**src/rtl/tmc_pkg.sv**
```systemverilog
// Shared constants and types of the 8/16-bit timer/counter
package tmc_pkg;

  // ==========================================================
  // Register byte offsets on the Avalon-MM slave
  localparam logic [4:0] OFS_COUNT_LOW = 5'h00;
  localparam logic [4:0] OFS_PERIOD_HBUF = 5'h04;
  localparam logic [4:0] OFS_CTRL_ZERO = 5'h08;
  localparam logic [4:0] OFS_CTRL_ONE = 5'h0C;
  localparam logic [4:0] OFS_STATUS = 5'h10;

  // ==========================================================
  // Field positions
  localparam int CZ_ENABLE_BIT = 7;
  localparam int CZ_TOGGLE_BIT = 5;
  localparam int CZ_WIDE_BIT = 4;
  localparam int CO_SRC_LSB = 5;
  localparam int CO_UNSYNC_BIT = 4;
  localparam int ST_FLAG_BIT = 0;

  // ==========================================================
  // Reset values
  localparam logic [7:0] RST_COUNT = 8'h00;
  localparam logic [7:0] RST_PERIOD = 8'hFF;
  localparam logic [3:0] RST_SEL = 4'h0;
  localparam logic [2:0] RST_SRC = 3'h0;

  // ==========================================================
  // Clock source codes and timing
  localparam logic [2:0] CS_PIN_TRUE = 3'h0;
  localparam logic [2:0] CS_PIN_INV = 3'h1;
  localparam logic [2:0] CS_INSTR = 3'h2;
  localparam logic [1:0] INSTR_DIV_LAST = 2'h3;
  localparam logic [14:0] PRE_FULL_MASK = 15'h7FFF;
  localparam logic [3:0] PRE_MAX_SEL = 4'hF;

  // ==========================================================
  // Avalon-MM request bundle
  typedef struct packed {
    logic read;
    logic write;
    logic [4:0] address;
    logic [31:0] writedata;
    logic [3:0] byteenable;
  } tmc_av_req_t;

  // Complete state of the timer
  typedef struct packed {
    logic [7:0] low;
    logic [7:0] high;
    logic [7:0] hbuf;
    logic [7:0] pbuf;
    logic en;
    logic wide;
    logic [3:0] post_sel;
    logic [2:0] cs;
    logic unsync;
    logic [3:0] ps_sel;
    logic [14:0] pre_cnt;
    logic [3:0] post_cnt;
    logic pend;
    logic match;
    logic tog;
    logic flag;
    logic [1:0] div;
    logic [7:0] s1;
    logic [7:0] s2;
    logic prev;
    logic ack;
    logic [31:0] rdata;
  } tmc_state_t;

endpackage : tmc_pkg

```
**src/rtl/tmc_timer.sv**
```systemverilog
// Top of the 8/16-bit timer/counter with Avalon-MM register slave
//
// Summary of operation
// - One mode bit picks 8-bit or 16-bit counting.
// - Internal source counts once per instruction cycle, before prescaling.
// - External source counts rising edges after prescaling.
// - 15-bit prescaler, sixteen power-of-two ratios 1:1 to 1:32768.
// - Three-bit clock source field in the second control register.
// - 16-bit mode: reading low count copies true high byte into buffer.
// - 16-bit mode: writing low count loads high byte from buffer.
// - 8-bit match clears count, reloads period buffer, pulses match output once per N events.
// - 8-bit registers readable/writable; reset gives count 00h, period FFh.
// - Prescaler and postscaler clear on low count, control writes, reset.
// - Counter mode adds one per input or prescaler rising edge.
// - Timer mode advances per instruction cycle or prescaled rate.
// - Unsynchronised mode counts every edge and keeps counting in sleep.
// - Synchronised mode steps on instruction cycles; input at most Fosc/4.
// - Prescaler hidden from software, cleared only by register writes and reset.
// - Event on 8-bit period match or 16-bit rollover from FFFFh.
// - Postscaler 1:1 to 1:16 sets the event flag once per N events.
// - Output toggles per postscaled match, readable as bit 5 of first control register.
`timescale 1ns/1ps

module tmc_timer (
  input wire logic i_sys_clk,
  input wire logic i_rstn,
  input wire tmc_pkg::tmc_av_req_t i_av,
  output logic [31:0] o_av_readdata,
  output logic o_av_waitrequest,
  input wire logic [7:0] i_src_levels,
  input wire logic i_sleep,
  output logic o_match_pulse,
  output logic o_toggle_output_status,
  output logic o_match_event_flag
);
  import tmc_pkg::*;

  // ==========================================================
  // State
  tmc_state_t st_q;
  tmc_state_t st_d;

  logic src_lvl;
  logic inst_tick;
  logic src_edge;
  logic run;
  logic [14:0] pre_mask;
  logic pre_tick;
  logic adv;
  logic evt;
  logic wr_low;
  logic wr_hbuf;
  logic wr_cz;
  logic wr_co;
  logic wr_st;
  logic rd_first;
  logic [15:0] wide_next;

  // ==========================================================
  // Bus handshake: writes finish at once, reads after one wait cycle
  assign o_av_waitrequest = i_av.read & ~st_q.ack;
  assign o_av_readdata = st_q.rdata;
  assign o_match_pulse = st_q.match;
  assign o_toggle_output_status = st_q.tog;
  assign o_match_event_flag = st_q.flag;

  // ==========================================================
  // Next-state logic
  always_comb
  begin
    st_d = st_q;
    wide_next = 16'h0000;
    evt = 1'b0;

    // Two-flop synchronisers on every source pin
    st_d.s1 = i_src_levels;
    st_d.s2 = st_q.s1;

    // Source selection, pin 0 may be inverted
    case (st_q.cs)
      CS_PIN_TRUE: src_lvl = st_q.s2[0];
      CS_PIN_INV: src_lvl = ~st_q.s2[0];
      default: src_lvl = st_q.s2[st_q.cs];
    endcase
    st_d.prev = src_lvl;

    // Instruction cycle is a quarter of the system clock
    inst_tick = (st_q.div == INSTR_DIV_LAST);
    st_d.div = st_q.div + 2'h1;

    // Internal source steps per instruction cycle, pins on rising edges
    if (st_q.cs == CS_INSTR)
    begin
      src_edge = inst_tick;
    end
    else
    begin
      src_edge = src_lvl & ~st_q.prev;
    end

    // Synchronised mode halts in sleep, unsynchronised keeps going
    run = st_q.en & ~(i_sleep & ~st_q.unsync);

    // Prescaler: tick when the selected low bits are all ones
    pre_mask = PRE_FULL_MASK >> (PRE_MAX_SEL - st_q.ps_sel);
    pre_tick = run & src_edge & ((st_q.pre_cnt & pre_mask) == pre_mask);
    if (run & src_edge)
    begin
      st_d.pre_cnt = st_q.pre_cnt + 15'h0001;
    end

    // Count step: direct when unsynchronised, else on instruction cycles
    if (st_q.unsync)
    begin
      adv = pre_tick;
    end
    else
    begin
      adv = run & inst_tick & (pre_tick | st_q.pend);
      if (adv)
      begin
        st_d.pend = 1'b0;
      end
      else if (pre_tick)
      begin
        st_d.pend = 1'b1;
      end
    end

    // Software clear of the flag, a same-cycle event still sets it
    wr_st = i_av.write & i_av.byteenable[0] & (i_av.address == OFS_STATUS);
    if (wr_st & i_av.writedata[ST_FLAG_BIT])
    begin
      st_d.flag = 1'b0;
    end

    // Match pulse lasts one prescaled period
    if (adv)
    begin
      st_d.match = 1'b0;
      if (st_q.wide)
      begin
        wide_next = {st_q.high, st_q.low} + 16'h0001;
        st_d.high = wide_next[15:8];
        st_d.low = wide_next[7:0];
        evt = ({st_q.high, st_q.low} == 16'hFFFF);
      end
      else if (st_q.low == st_q.pbuf)
      begin
        st_d.low = RST_COUNT;
        st_d.pbuf = st_q.hbuf;
        evt = 1'b1;
      end
      else
      begin
        st_d.low = st_q.low + 8'h01;
      end
    end

    // Postscaler divides events by select plus one
    if (evt)
    begin
      if (st_q.post_cnt == st_q.post_sel)
      begin
        st_d.post_cnt = 4'h0;
        st_d.match = 1'b1;
        st_d.flag = 1'b1;
        st_d.tog = ~st_q.tog;
      end
      else
      begin
        st_d.post_cnt = st_q.post_cnt + 4'h1;
      end
    end

    // Register writes override counting in the same cycle
    wr_low = i_av.write & i_av.byteenable[0] & (i_av.address == OFS_COUNT_LOW);
    wr_hbuf = i_av.write & i_av.byteenable[0] & (i_av.address == OFS_PERIOD_HBUF);
    wr_cz = i_av.write & i_av.byteenable[0] & (i_av.address == OFS_CTRL_ZERO);
    wr_co = i_av.write & i_av.byteenable[0] & (i_av.address == OFS_CTRL_ONE);

    // Low count write, with coherent high-byte load in wide mode
    if (wr_low)
    begin
      st_d.low = i_av.writedata[7:0];
      if (st_q.wide)
      begin
        st_d.high = st_q.hbuf;
      end
    end

    // Period register or high-byte buffer
    if (wr_hbuf)
    begin
      st_d.hbuf = i_av.writedata[7:0];
    end

    // First control register
    if (wr_cz)
    begin
      st_d.en = i_av.writedata[CZ_ENABLE_BIT];
      st_d.wide = i_av.writedata[CZ_WIDE_BIT];
      st_d.post_sel = i_av.writedata[3:0];
    end

    // Second control register
    if (wr_co)
    begin
      st_d.cs = i_av.writedata[CO_SRC_LSB+2:CO_SRC_LSB];
      st_d.unsync = i_av.writedata[CO_UNSYNC_BIT];
      st_d.ps_sel = i_av.writedata[3:0];
    end

    // Hidden dividers cleared by these writes
    if (wr_low | wr_cz | wr_co)
    begin
      st_d.pre_cnt = 15'h0000;
      st_d.post_cnt = 4'h0;
      st_d.pend = 1'b0;
    end

    // Read: capture data in the wait cycle, release next cycle
    rd_first = i_av.read & ~st_q.ack;
    if (rd_first)
    begin
      st_d.ack = 1'b1;
      case (i_av.address)
        OFS_COUNT_LOW:
        begin
          st_d.rdata = {24'h000000, st_q.low};
          if (st_q.wide)
          begin
            st_d.hbuf = st_q.high;
          end
        end
        OFS_PERIOD_HBUF: st_d.rdata = {24'h000000, st_q.hbuf};
        OFS_CTRL_ZERO: st_d.rdata = {24'h000000, st_q.en, 1'b0, st_q.tog, st_q.wide, st_q.post_sel};
        OFS_CTRL_ONE: st_d.rdata = {24'h000000, st_q.cs, st_q.unsync, st_q.ps_sel};
        OFS_STATUS: st_d.rdata = {31'h00000000, st_q.flag};
        default: st_d.rdata = 32'h00000000;
      endcase
    end
    else
    begin
      st_d.ack = 1'b0;
    end
  end

  // ==========================================================
  // State register
  always_ff @(posedge i_sys_clk or negedge i_rstn)
  begin
    if (!i_rstn)
    begin
      st_q.low <= RST_COUNT;
      st_q.high <= RST_COUNT;
      st_q.hbuf <= RST_PERIOD;
      st_q.pbuf <= RST_PERIOD;
      st_q.en <= 1'b0;
      st_q.wide <= 1'b0;
      st_q.post_sel <= RST_SEL;
      st_q.cs <= RST_SRC;
      st_q.unsync <= 1'b0;
      st_q.ps_sel <= RST_SEL;
      st_q.pre_cnt <= 15'h0000;
      st_q.post_cnt <= 4'h0;
      st_q.pend <= 1'b0;
      st_q.match <= 1'b0;
      st_q.tog <= 1'b0;
      st_q.flag <= 1'b0;
      st_q.div <= 2'h0;
      st_q.s1 <= 8'h00;
      st_q.s2 <= 8'h00;
      st_q.prev <= 1'b0;
      st_q.ack <= 1'b0;
      st_q.rdata <= 32'h00000000;
    end
    else
    begin
      st_q <= st_d;
    end
  end

endmodule : tmc_timer

```
**config.mk**
```make
export PLATFORM = sky130hd
export DESIGN_NAME = tmc_timer
export DESIGN_NICKNAME = d
export VERILOG_FILES = /design/src/rtl/tmc_pkg.sv /design/src/rtl/tmc_timer.sv
export SDC_FILE = /design/constraint.sdc
export NUM_CORES = 1
export LEC_CHECK = 0
export BUFFER_PORTS_ARGS = -buffer_cell sky130_fd_sc_hd__buf_2
export CELL_PAD_IN_SITES_DETAIL_PLACEMENT = 1
export CELL_PAD_IN_SITES_GLOBAL_PLACEMENT = 2
export CORE_UTILIZATION = 30
export DETAILED_ROUTE_END_ITERATION = 10
export PLACE_DENSITY = 0.8
export SETUP_SLACK_MARGIN = 0.02
export SYNTH_ARGS = -nofsm -noshare
export SYNTH_HDL_FRONTEND = slang
export SYNTH_SLANG_ARGS = --single-unit
export TNS_END_PERCENT = 50
```
**constraint.sdc**
```tcl
create_clock -name i_sys_clk -period 3.6 [get_ports i_sys_clk]
set_clock_uncertainty 0.05 [all_clocks]
set_input_delay 0.18 -clock i_sys_clk [delete_from_list [all_inputs] [get_ports i_sys_clk]]
set_output_delay 0.18 -clock i_sys_clk [all_outputs]
set_load 0.01 [all_outputs]
```
### Word level (Yosys, flattened, before mapping)

Cells that the tools add are included.

* equality and inequality tests: 12
* muxes and demuxes: 31
* shift operators: 1
* order comparisons: 1
* add/sub/neg operators: 6
* bitwise gates (word level): 26
* reduce and logical (&&, ||, !) cells: 9

Operator list (count)
* 8-bit two-way mux: 8
* 8-bit one-hot mux with 5 select lines: 1
* 16-bit two-way mux: 2
* 20-bit two-way mux: 1
* 16-bit by 1-bit adder with 16-bit output, second input constant: 1
* 16-bit equality test, second input constant: 1
* 15-bit by 1-bit adder with 15-bit output, second input constant: 1
* 1-bit bitwise AND: 15
* 15-bit bitwise AND: 1
* 15-bit equality test: 1
* 15-bit two-way mux: 1
* 15-bit by 4-bit >> shifter with 15-bit output, first input constant: 1
* 1-bit two-way mux: 12
* 5-bit by 4-bit equality test with 1-bit output, second input constant: 2
* 8-bit by 1-bit adder with 8-bit output, second input constant: 1
* 8-bit equality test: 1
* 4-bit two-way mux: 2
* 1-bit inverter: 7
* 3-bit two-way mux: 2
* 2-bit nonzero test: 3
* 5-bit by 3-bit equality test with 1-bit output, second input constant: 1
* 5-bit equality test, second input constant: 1
* 5-bit zero test: 1
* 4-bit by 1-bit adder with 4-bit output, second input constant: 1
* 15 further kinds: 18

* flip-flop bits (word level): 121
* output and inout bits: 36
* logic and storage cells: 108
* input port bits: 54

### Depth between registers and ports, before layout

Gate-level depths: netlist of run 1.

* word-level depth: 13
* depth in mapped cells: 9
* mapped depth without buffers: 8

### Least setup slack after synthesis of run 1

OpenSTA, ideal clock, no wires.

* kind: register to register
* start: reg st_q[80] (netlist bit)
* end: reg st_q[89] (netlist bit)
* buffers on the path: 2
* cell stages (with the launch flop): 9
* clock period less this slack: 2481 ps
* setup slack: 1119 ps
* library setup time: 85 ps
* arrival time: 2346 ps
* required time: 3465 ps
* path through: dfrtp_1 buf_6 mux2_4 mux4_2 a22o_1 a31o_2 and3_1 buf_2 mux2_1

* cells in the longest elaborated chain, start to end: 11
* elaborated cells on any way between the ends: 14
* those cells by class: eq/ne (2); mux (5); bitwise (5); reduce/logical (2)

RTL lines
* start, declared: line tmc_timer.sv:40 `tmc_state_t st_q;`
* start signal, assigned: line tmc_timer.sv:280 `st_q <= st_d;`
* 1-bit binary-select mux with 3-bit select: line tmc_timer.sv:83 `default: src_lvl = st_q.s2[st_q.cs];`
* 1-bit two-way mux (not written as such): line tmc_timer.sv:83
* 1-bit one-hot mux with 2 select lines (*): line tmc_timer.sv:80 `case (st_q.cs)`
* via src_lvl: line tmc_timer.sv:43 `logic src_lvl;`
* 1-bit bitwise AND (*): line tmc_timer.sv:98 `src_edge = src_lvl & ~st_q.prev;`
* 1-bit two-way mux (*): line tmc_timer.sv:92 `if (st_q.cs == CS_INSTR)`
* 1-bit bitwise AND (*) (2 in series): line tmc_timer.sv:106 `pre_tick = run & src_edge & ((st_q.pre_cnt & pre_mask) == pre_mask);`
* 1-bit bitwise OR: line tmc_timer.sv:119 `adv = run & inst_tick & (pre_tick | st_q.pend);`
* 1-bit bitwise AND: line tmc_timer.sv:119
* 1-bit two-way mux (*): line tmc_timer.sv:113 `if (st_q.unsync)`
* 3-bit AND reduction (no source line) (*)

The timed path passes the listed nets; every way through them passes the cells marked *. The select of a mux whose other input is x is not followed.
A chain may end at the register's enable or synchronous reset.

### Worst setup path after layout of run 1

* start: reg st_q[78] (netlist bit)
* end: reg st_q[95] (netlist bit)

* cells in the longest elaborated chain, start to end: 9

RTL lines
* 4-bit subtractor (*): line tmc_timer.sv:105 `pre_mask = PRE_FULL_MASK >> (PRE_MAX_SEL - st_q.ps_sel);`
* 15-bit by 4-bit >> shifter with 15-bit output (*): line tmc_timer.sv:105
* 15-bit bitwise AND: line tmc_timer.sv:106
* 15-bit equality test (*): line tmc_timer.sv:106
* 1-bit bitwise AND (*): line tmc_timer.sv:106
* 1-bit bitwise OR: line tmc_timer.sv:119
* 1-bit bitwise AND: line tmc_timer.sv:119
* 1-bit two-way mux (*): line tmc_timer.sv:113
* 3-bit AND reduction (no source line) (*)

Mark *: on every way between the ends. The rest lies on a longest branch, timed or not.

==> results of run 1 <==
[final cells by class]
class	instances	area (µm²)	area share, %
multi-input combinational	367	2511	42.80
sequential	95	2397	40.86
timing repair buffer	56	350.3	5.971
tap	220	275.3	4.692
clock buffer	9	225.2	3.839
clock inverter	7	81.33	1.386
inverter	7	26.28	0.4479
[worst max-delay path: cells and delay by family, from the launching register on]
kind             cells  cell delay, ns
multiplexers         1            0.39
flip-flops           1            0.45
AND/OR/NAND/NOR      2            0.66
AO/OA/AOI/OAI        4            1.32
[state kept, by name, indices dropped and copies added, names as in the netlist, named ones only]
signal                  cells
o_toggle_output_status      1
o_match_pulse               1
o_match_event_flag          1
st_q                       69
st_d                        7
o_av_readdata               8
[power breakdown]
part           switching, mW  internal, mW
Combinational          0.297         0.219
Clock                  0.446         0.548
Sequential             0.152          1.18
[cell families after synthesis]
family,Yosys count,synth area share [%]
AO/OA/AOI/OAI,102,12.81
AND/OR/NAND/NOR,170,17.52
other,1,0.07201
flip-flops,95,46.04
XOR/XNOR,25,4.205
multiplexers,42,10.76
buffers and inverters,67,7.641
adder cells (fa/ha/maj),4,0.9611
[synthesized netlist by cell type, drive strengths merged (3+ instances only)]
cell / number / area [µm²]
xnor2: 15 / 131.4
inv: 7 / 26.28
nor2b: 4 / 25.02
xor2: 10 / 87.58
and3: 17 / 106.4
nand2b: 7 / 43.79
nor2: 33 / 123.9
nand4: 16 / 100.1
dfstp: 16 / 420.4
o41ai: 3 / 26.28
dfrtp: 79 / 1977
a211oi: 5 / 37.54
o211ai: 3 / 22.52
a31oi: 10 / 83.83
nand2: 33 / 123.9
ha: 4 / 50.05
and2: 4 / 25.02
nor4: 9 / 56.30
mux4: 8 / 180.2
buf: 40 / 296.5
nand3: 14 / 70.07
mux2i: 8 / 80.08
mux2: 26 / 300.3
clkbuf: 20 / 75.07
o21ai: 37 / 185.2
nor4b: 5 / 43.79
and4: 3 / 26.28
a22o: 9 / 78.83
or4: 6 / 45.04
nand3b: 4 / 30.03
nor3: 10 / 55.05
a21oi: 20 / 100.1
[worst paths after layout]
path	start	endpoint	depth (start not counted)
max in group asynchronous	i_rstn	st_q[88]$_DFFE_PN0P_	3
max	st_q[78]$_DFFE_PN0P_	st_q[95]$_DFFE_PN1P_	7
min reg2reg	st_d[34]$_DFF_PN0_	st_q[34]$_DFF_PN0_	0
max reg2reg	st_q[78]$_DFFE_PN0P_	st_q[95]$_DFFE_PN1P_	7
min in group asynchronous	i_rstn	asynchronous set/reset pin	2
min	i_av[36]	o_av_readdata[0]$_DFFE_PN0P_	2
[per-layer routing]
metal  share of wire [%]  routed length, µm  GRT usage (%)  vias up
met5                   0                  0              0        -
met4                 2.8                391          5.745        0
met3                 4.0                560          3.311       23
met2                  50               7051          27.69       81
met1                  43               6127          21.63     2010
li1                    -                  -              -     1853
[repair_timing]
| item | 4_1_cts | 5_1_grt |
|---|---|---|
| hold endpoints to repair | 62 | 0 |
| resized for setup | 0 | 0 |
| hold buffers | 8 | 0 |
==> results.tsv, run 1 <==
stage	metric	value	unit
setup_path	CP Class	reg2reg	
place	dpl hpwl	9918	µm
setup_path	crit start category	flop	
sta	final setup margin	0.6494	ns
sta	Pins Over Slew Limit	0	
pwr	Leakage Power	2.487	nW
final_layout	layout net count	594	
clock_network	root buffer cell	clkbuf_16	
setup_path	CP endpoint kind	flop	
pwr	Peak VDD IR	0.2703	mV
setup_path	CP arrival	3.17	ns
sta	Tmin final	2.951	ns
sta	Final Hold Fails	0	
global_routing	first-pass GRT wire length	23160	µm
sta	RSZ-0062 raised after global routing	no	
place	IO buf count	37	
pwr	Power Density	484.4	mW/mm²
drt	Initial DRC Count	191	
setup_path	crit-path cells	nor2_1, a21o_1, o2111ai_1, a2111oi_2, a31o_2, and3_1, mux2_2	
synth	Post-synth EDFFs	0	
synth	Post-Synthesis Cells	506	
final_layout	commonest non-fill, non-tap cell in the layout	dfrtp_1	
final_layout	# fillers	1934	
drt	WL final	14130	µm
final_layout	share of cells above drive strength 1	21.81	%
synth	Syn Area/Cell	10.29	µm²
clock_network	CTS buffer count	9	
sta	setup TNS	0	ns
drt	Via density	5.213	
final_layout	final instance area	0.005867	mm²
place	placed insts	737	
sta	Worst-Margin Slew	1.041	ns
final_layout	Final Non-Filler Cells	761	
synth	register bit total from synthesis	95	
drt	Residual DRC	0	
pwr	overall power	2.842	mW
sta	Rel. slew slack	29.99	%
synth	prevailing post-synth register cell	dfrtp_1	
die	# rows	47	
place	final estimated routing congestion in global placement	0.7883	
clock_network	Longest Clk Path Bufs	2	
drt	Avg WL per Cell	18.57	µm
setup_path	critical path fanouts, max	15	
die	core outline area	0.01676	mm²
final_layout	Layout area overhead	12.66	%
final_layout	post-layout util	35.01	%
die	I/O pin cnt	90	
setup_path	register-to-register path setup slack	0.65	ns
die	initial core utilization	31.07	%
clock_network	Worst-path clk slew	0.07	ns
sta	f_max	338.9	MHz
global_routing	number of global-route vias before repair	4258	
clock_network	Skew-Pair Late Insertion Delay	0.34	ns
run_status	status	finished, final reports clean	
job	MaxCap Viol Count	0	
sta	final setup violating endpoints	0	
die	Die Y	133.8	µm
synth	Synth Cell Area	0.005207	mm²
drt	ANT nets after route	0	
setup_path	Slowest-stage cell, CP	a2111oi_2	
synth	Async SR Flop Fraction	100.0	%
global_routing	largest net degree at the start of global routing	73	
die	die area	0.01789	mm²
synth	Synth cell types	57	
setup_path	CP required	3.82	ns
synth	post-synthesis sequential area ratio	46.04	%
drt	drt first pass iters	4	
synth	Synthesis Warnings	0	
die	Die Wd	133.8	µm
sta	Hold WS	0.01168	ns
setup_path	max incr delay on CP	0.58	ns
worst_hold_path	Hold Crit Class	in2reg	
global_routing	Tot GR Track Use	16.71	%
drt	vias post-DR	3967	
final_layout	Diodes inserted	0	
sta	Tcrit/Tclk final	81.96	%
place	Area after DPL	0.005480	mm²
clock_network	CTS tree	done	
final_layout	most frequent cells in the layout	79 x dfrtp_1, 37 x o21ai_0, 36 x buf_2, 33 x nor2_1, 33 x nand2_1	
clock_network	postcts setup bufs	0	
clock_network	clk sinks	95	
global_routing	GRT overflow	0	
place	pre-CTS setup slack	0.6247	ns
global_routing	initial antenna violation count	0	
clock_network	CTS HTree Levels	3	
Note: power is estimated with default switching activity, not from simulation.
==> inputs of run 2 (changes only) <==
Settings changed: ABC_AREA set to 1, CORE_UTILIZATION 30 to 29, PLACE_DENSITY 0.8 to 0.86.
Clock period 3.6 ns to 2.51 ns, I/O delays scaled along.
==> run 2 against run 1 <==
- the flow now finishes with violations (design-rule violations)
- wire length grew 13%
- global-route usage grew 0.72 points
- synthesized cell count grew 40%
- critical path type unchanged
- critical endpoint is now st_q[56]$_DFFE_PN0P_
==> results.tsv, run 2 <==
stage	metric	value	unit	change
clock_network	clk sinks	95		unchanged
global_routing	GRT overflow	0		unchanged
final_layout	Layout area overhead	13.49	%	
pwr	Power Density	669.5	mW/mm²	+38%
global_routing	initial antenna violation count	0		unchanged
final_layout	share of cells above drive strength 1	14.15	%	-7.7 points
sta	Worst-Margin Slew	0.7056	ns	-0.3349 ns
clock_network	Longest Clk Path Bufs	2		unchanged
place	final estimated routing congestion in global placement	0.8092		+2.7%
setup_path	CP arrival	2.42	ns	-0.75 ns
sta	Rel. slew slack	52.96	%	+23 points
final_layout	Reg area	0.002399	mm²	about the same
clock_network	Worst-path clk slew	0.07	ns	about the same
synth	Async SR Flop Fraction	100.0	%	unchanged
synth	Post-Synthesis Cells	708		+40%
synth	Syn Area/Cell	7.689	µm²	-25%
synth	Synth cell types	45		-21%
sta	Hold WS	0.01507	ns	+0.003386 ns
clock_network	CTS buffer count	9		unchanged
place	IO buf count	37		unchanged
die	I/O pin cnt	90		unchanged
run_status	status	finished with violations		
synth	register bit total from synthesis	95		unchanged
drt	Avg WL per Cell	16.13	µm	-13%
setup_path	reg2reg path depth	8		+1
die	Die Wd	139.0	µm	+3.9%
die	core outline area	0.01821	mm²	+8.6%
synth	Post-synth EDFFs	0		unchanged
sta	final setup violating endpoints	0		unchanged
drt	vias post-DR	4755		+20%
setup_path	crit start category	flop		
clock_network	Skew-Pair Late Insertion Delay	0.35	ns	about the same
synth	Synth Cell Area	0.005444	mm²	+4.5%
synth	top-area cell type share of the netlist area	36.31	%	-1.6 points
clock_network	root buffer cell	clkbuf_16		
setup_path	Setup crit end	st_q[56]$_DFFE_PN0P_		
sta	setup TNS	0	ns	unchanged
clock_network	CTS HTree Levels	3		unchanged
setup_path	CP Class	reg2reg		
synth	Synthesis Warnings	0		unchanged
die	# rows	49		+4.3%
final_layout	Most flops, register	st_q		
global_routing	Tot GR Track Use	17.43	%	+0.72 points
final_layout	max reg flops	69		unchanged
synth	main area contributors after synthesis	dfrtp_1 36%, nand2_1 13%, dfstp_2 7.7%		
drt	Residual DRC	6		+6
die	die area	0.01932	mm²	+8.0%
synth	prevailing post-synth register cell	dfrtp_1		
job	MaxCap Viol Count	0		unchanged
pwr	Peak VDD IR	0.3323	mV	+23%
setup_path	origin of the worst setup path	st_q[117]$_DFFE_PN0P_		
final_layout	Diodes inserted	0		unchanged
setup_path	CP required	2.74	ns	-1.08 ns
setup_path	register-to-register path setup slack	0.32	ns	-0.33 ns
sta	f_max	456.0	MHz	+35%
synth	largest area contributor in the netlist	dfrtp_1		
final_layout	Multi-input gate area	0.002455	mm²	-2.2%
drt	Initial DRC Count	351		+84%
setup_path	worst r2r src	st_q[117]$_DFFE_PN0P_		
setup_path	CP endpoint kind	flop		
die	Die Y	139.0	µm	+3.9%
global_routing	first-pass GRT wire length	26230	µm	+13%
worst_hold_path	Hold Crit Class	in2reg		
sta	Tcrit/Tclk final	87.36	%	+5.4 points
clock_network	CTS tree	done		
sta	Final Hold Fails	0		unchanged
synth	top-count cell post-synth	nand2_1		
drt	Via density	4.793		-8.0%
final_layout	most frequent cells in the layout	185 x nand2_1, 82 x inv_1, 78 x dfrtp_1, 57 x nor2_1, 50 x nand3_1		
die	initial core utilization	29.90	%	-1.2 points
final_layout	commonest non-fill, non-tap cell in the layout	nand2_1		
synth	Commonest cells post-synth	185 x nand2_1, 82 x inv_1, 79 x dfrtp_1, 57 x nor2_1, 50 x nand3_1		
final_layout	# fillers	2252		+16%
drt	ANT nets after route	0		unchanged
setup_path	critical path fanouts, max	7		-8
sta	Tmin final	2.193	ns	-0.7578 ns
global_routing	largest net degree at the start of global routing	52		-29%
synth	post-synthesis sequential area ratio	44.04	%	-2.0 points
run_status	failing checks	design-rule violations		
global_routing	number of global-route vias before repair	4822		+13%
pwr	Leakage Power	3.035	nW	+22%
place	dpl hpwl	12070	µm	+22%
drt	drt first pass iters	7		+3
sta	RSZ-0062 raised after global routing	no		
setup_path	r2r endpoint	st_q[56]$_DFFE_PN0P_		
drt	WL final	16000	µm	+13%
sta	Pins Over Slew Limit	0		unchanged
final_layout	layout net count	816		+37%
run 2: per-stage QoR:
stage	instance area [µm²]	setup WS (ns)	cells	total power [mW]	util, %
5_1_grt	6178	0.02832	992	4.395	33.93
3_5_place_dp	5812	0.2900	967	2.834	31.92
4_1_cts	6177	0.2578	992	4.185	33.92
3_3_place_gp	5812	0.3319	967	2.801	31.92
6_report	6178	0.3172	992	4.136	33.93
2_1_floorplan	5530	0.7054	731	2.523	-
run 2: logic make-up (layout without fill, tap and decap cells):
| family | count (synthesis) | in the layout | share of synthesized area [%] |
|---|---|---|---|
| XOR/XNOR | 19 | 19 | 3.057 |
| other | 1 | 24 | 0.06888 |
| flip-flops | 95 | 95 | 44.04 |
| AND/OR/NAND/NOR | 365 | 365 | 30.34 |
| buffers and inverters | 137 | 169 | 12.46 |
| AO/OA/AOI/OAI | 87 | 87 | 9.124 |
| adder cells (fa/ha/maj) | 4 | 4 | 0.9194 |
run 2: final cells by class:
cell class | instances | area share (%)
clock buffer | 15 | 4.334
clock inverter | 1 | 0.1215
inverter | 88 | 5.346
multi-input combinational | 499 | 39.73
sequential | 95 | 38.82
tap | 229 | 4.638
timing repair buffer | 65 | 7.007
run 2: what timing repair did:
action,4_1_cts,5_1_grt
gates resized for setup,0,1
setup endpoints to repair,0,1
hold endpoints to repair,54,0
hold buffers,9,0
setup buffers,0,0
run 2: how the worst min path moves through the flow:
stage / from / to / cells past startpoint / slack [ns]
2_1_floorplan: i_rstn / asynchronous set/reset pin / 0 / -0.22
3_3_place_gp: i_rstn / st_q[67]$_DFFE_PN0P_ / 1 / 0.17
3_5_place_dp: i_rstn / st_q[63]$_DFFE_PN0P_ / 1 / 0.18
4_1_cts: i_av[4] / st_q[75]$_DFFE_PN0P_ / 3 / 0.002
5_1_grt: i_av[6] / st_q[85]$_DFFE_PN0P_ / 3 / 0.01
6_report: i_av[9] / st_q[118]$_DFFE_PN0P_ / 3 / 0.02
run 2: where the power goes:
group / internal (mW) / total [mW] / leakage [nW] / switching [mW]
Sequential: 1.76 / 2.00 / 1.16 / 0.245
Combinational: 0.291 / 0.816 / 1.74 / 0.526
Clock: 0.729 / 1.32 / 0.130 / 0.586
run 2: critical path: stages, from the launching register on:
cell and delay (ns):
dfrtp_1 0.43, inv_1 0.15, nor4_2 0.38, nand4_1 0.18, o21ai_0 0.40, nand3_2 0.25, nand2_2 0.16, nand2_1 0.07
nand2_1 0.05
run 2: metal layers:
| layer | GRT usage [%] | wire, µm | vias up |
|---|---|---|---|
| met5 | 0 | 0 | - |
| met4 | 6.667 | 361 | 0 |
| met3 | 2.555 | 614 | 21 |
| met2 | 28.34 | 7478 | 100 |
| met1 | 23.40 | 7548 | 2293 |
| li1 | - | - | 2341 |
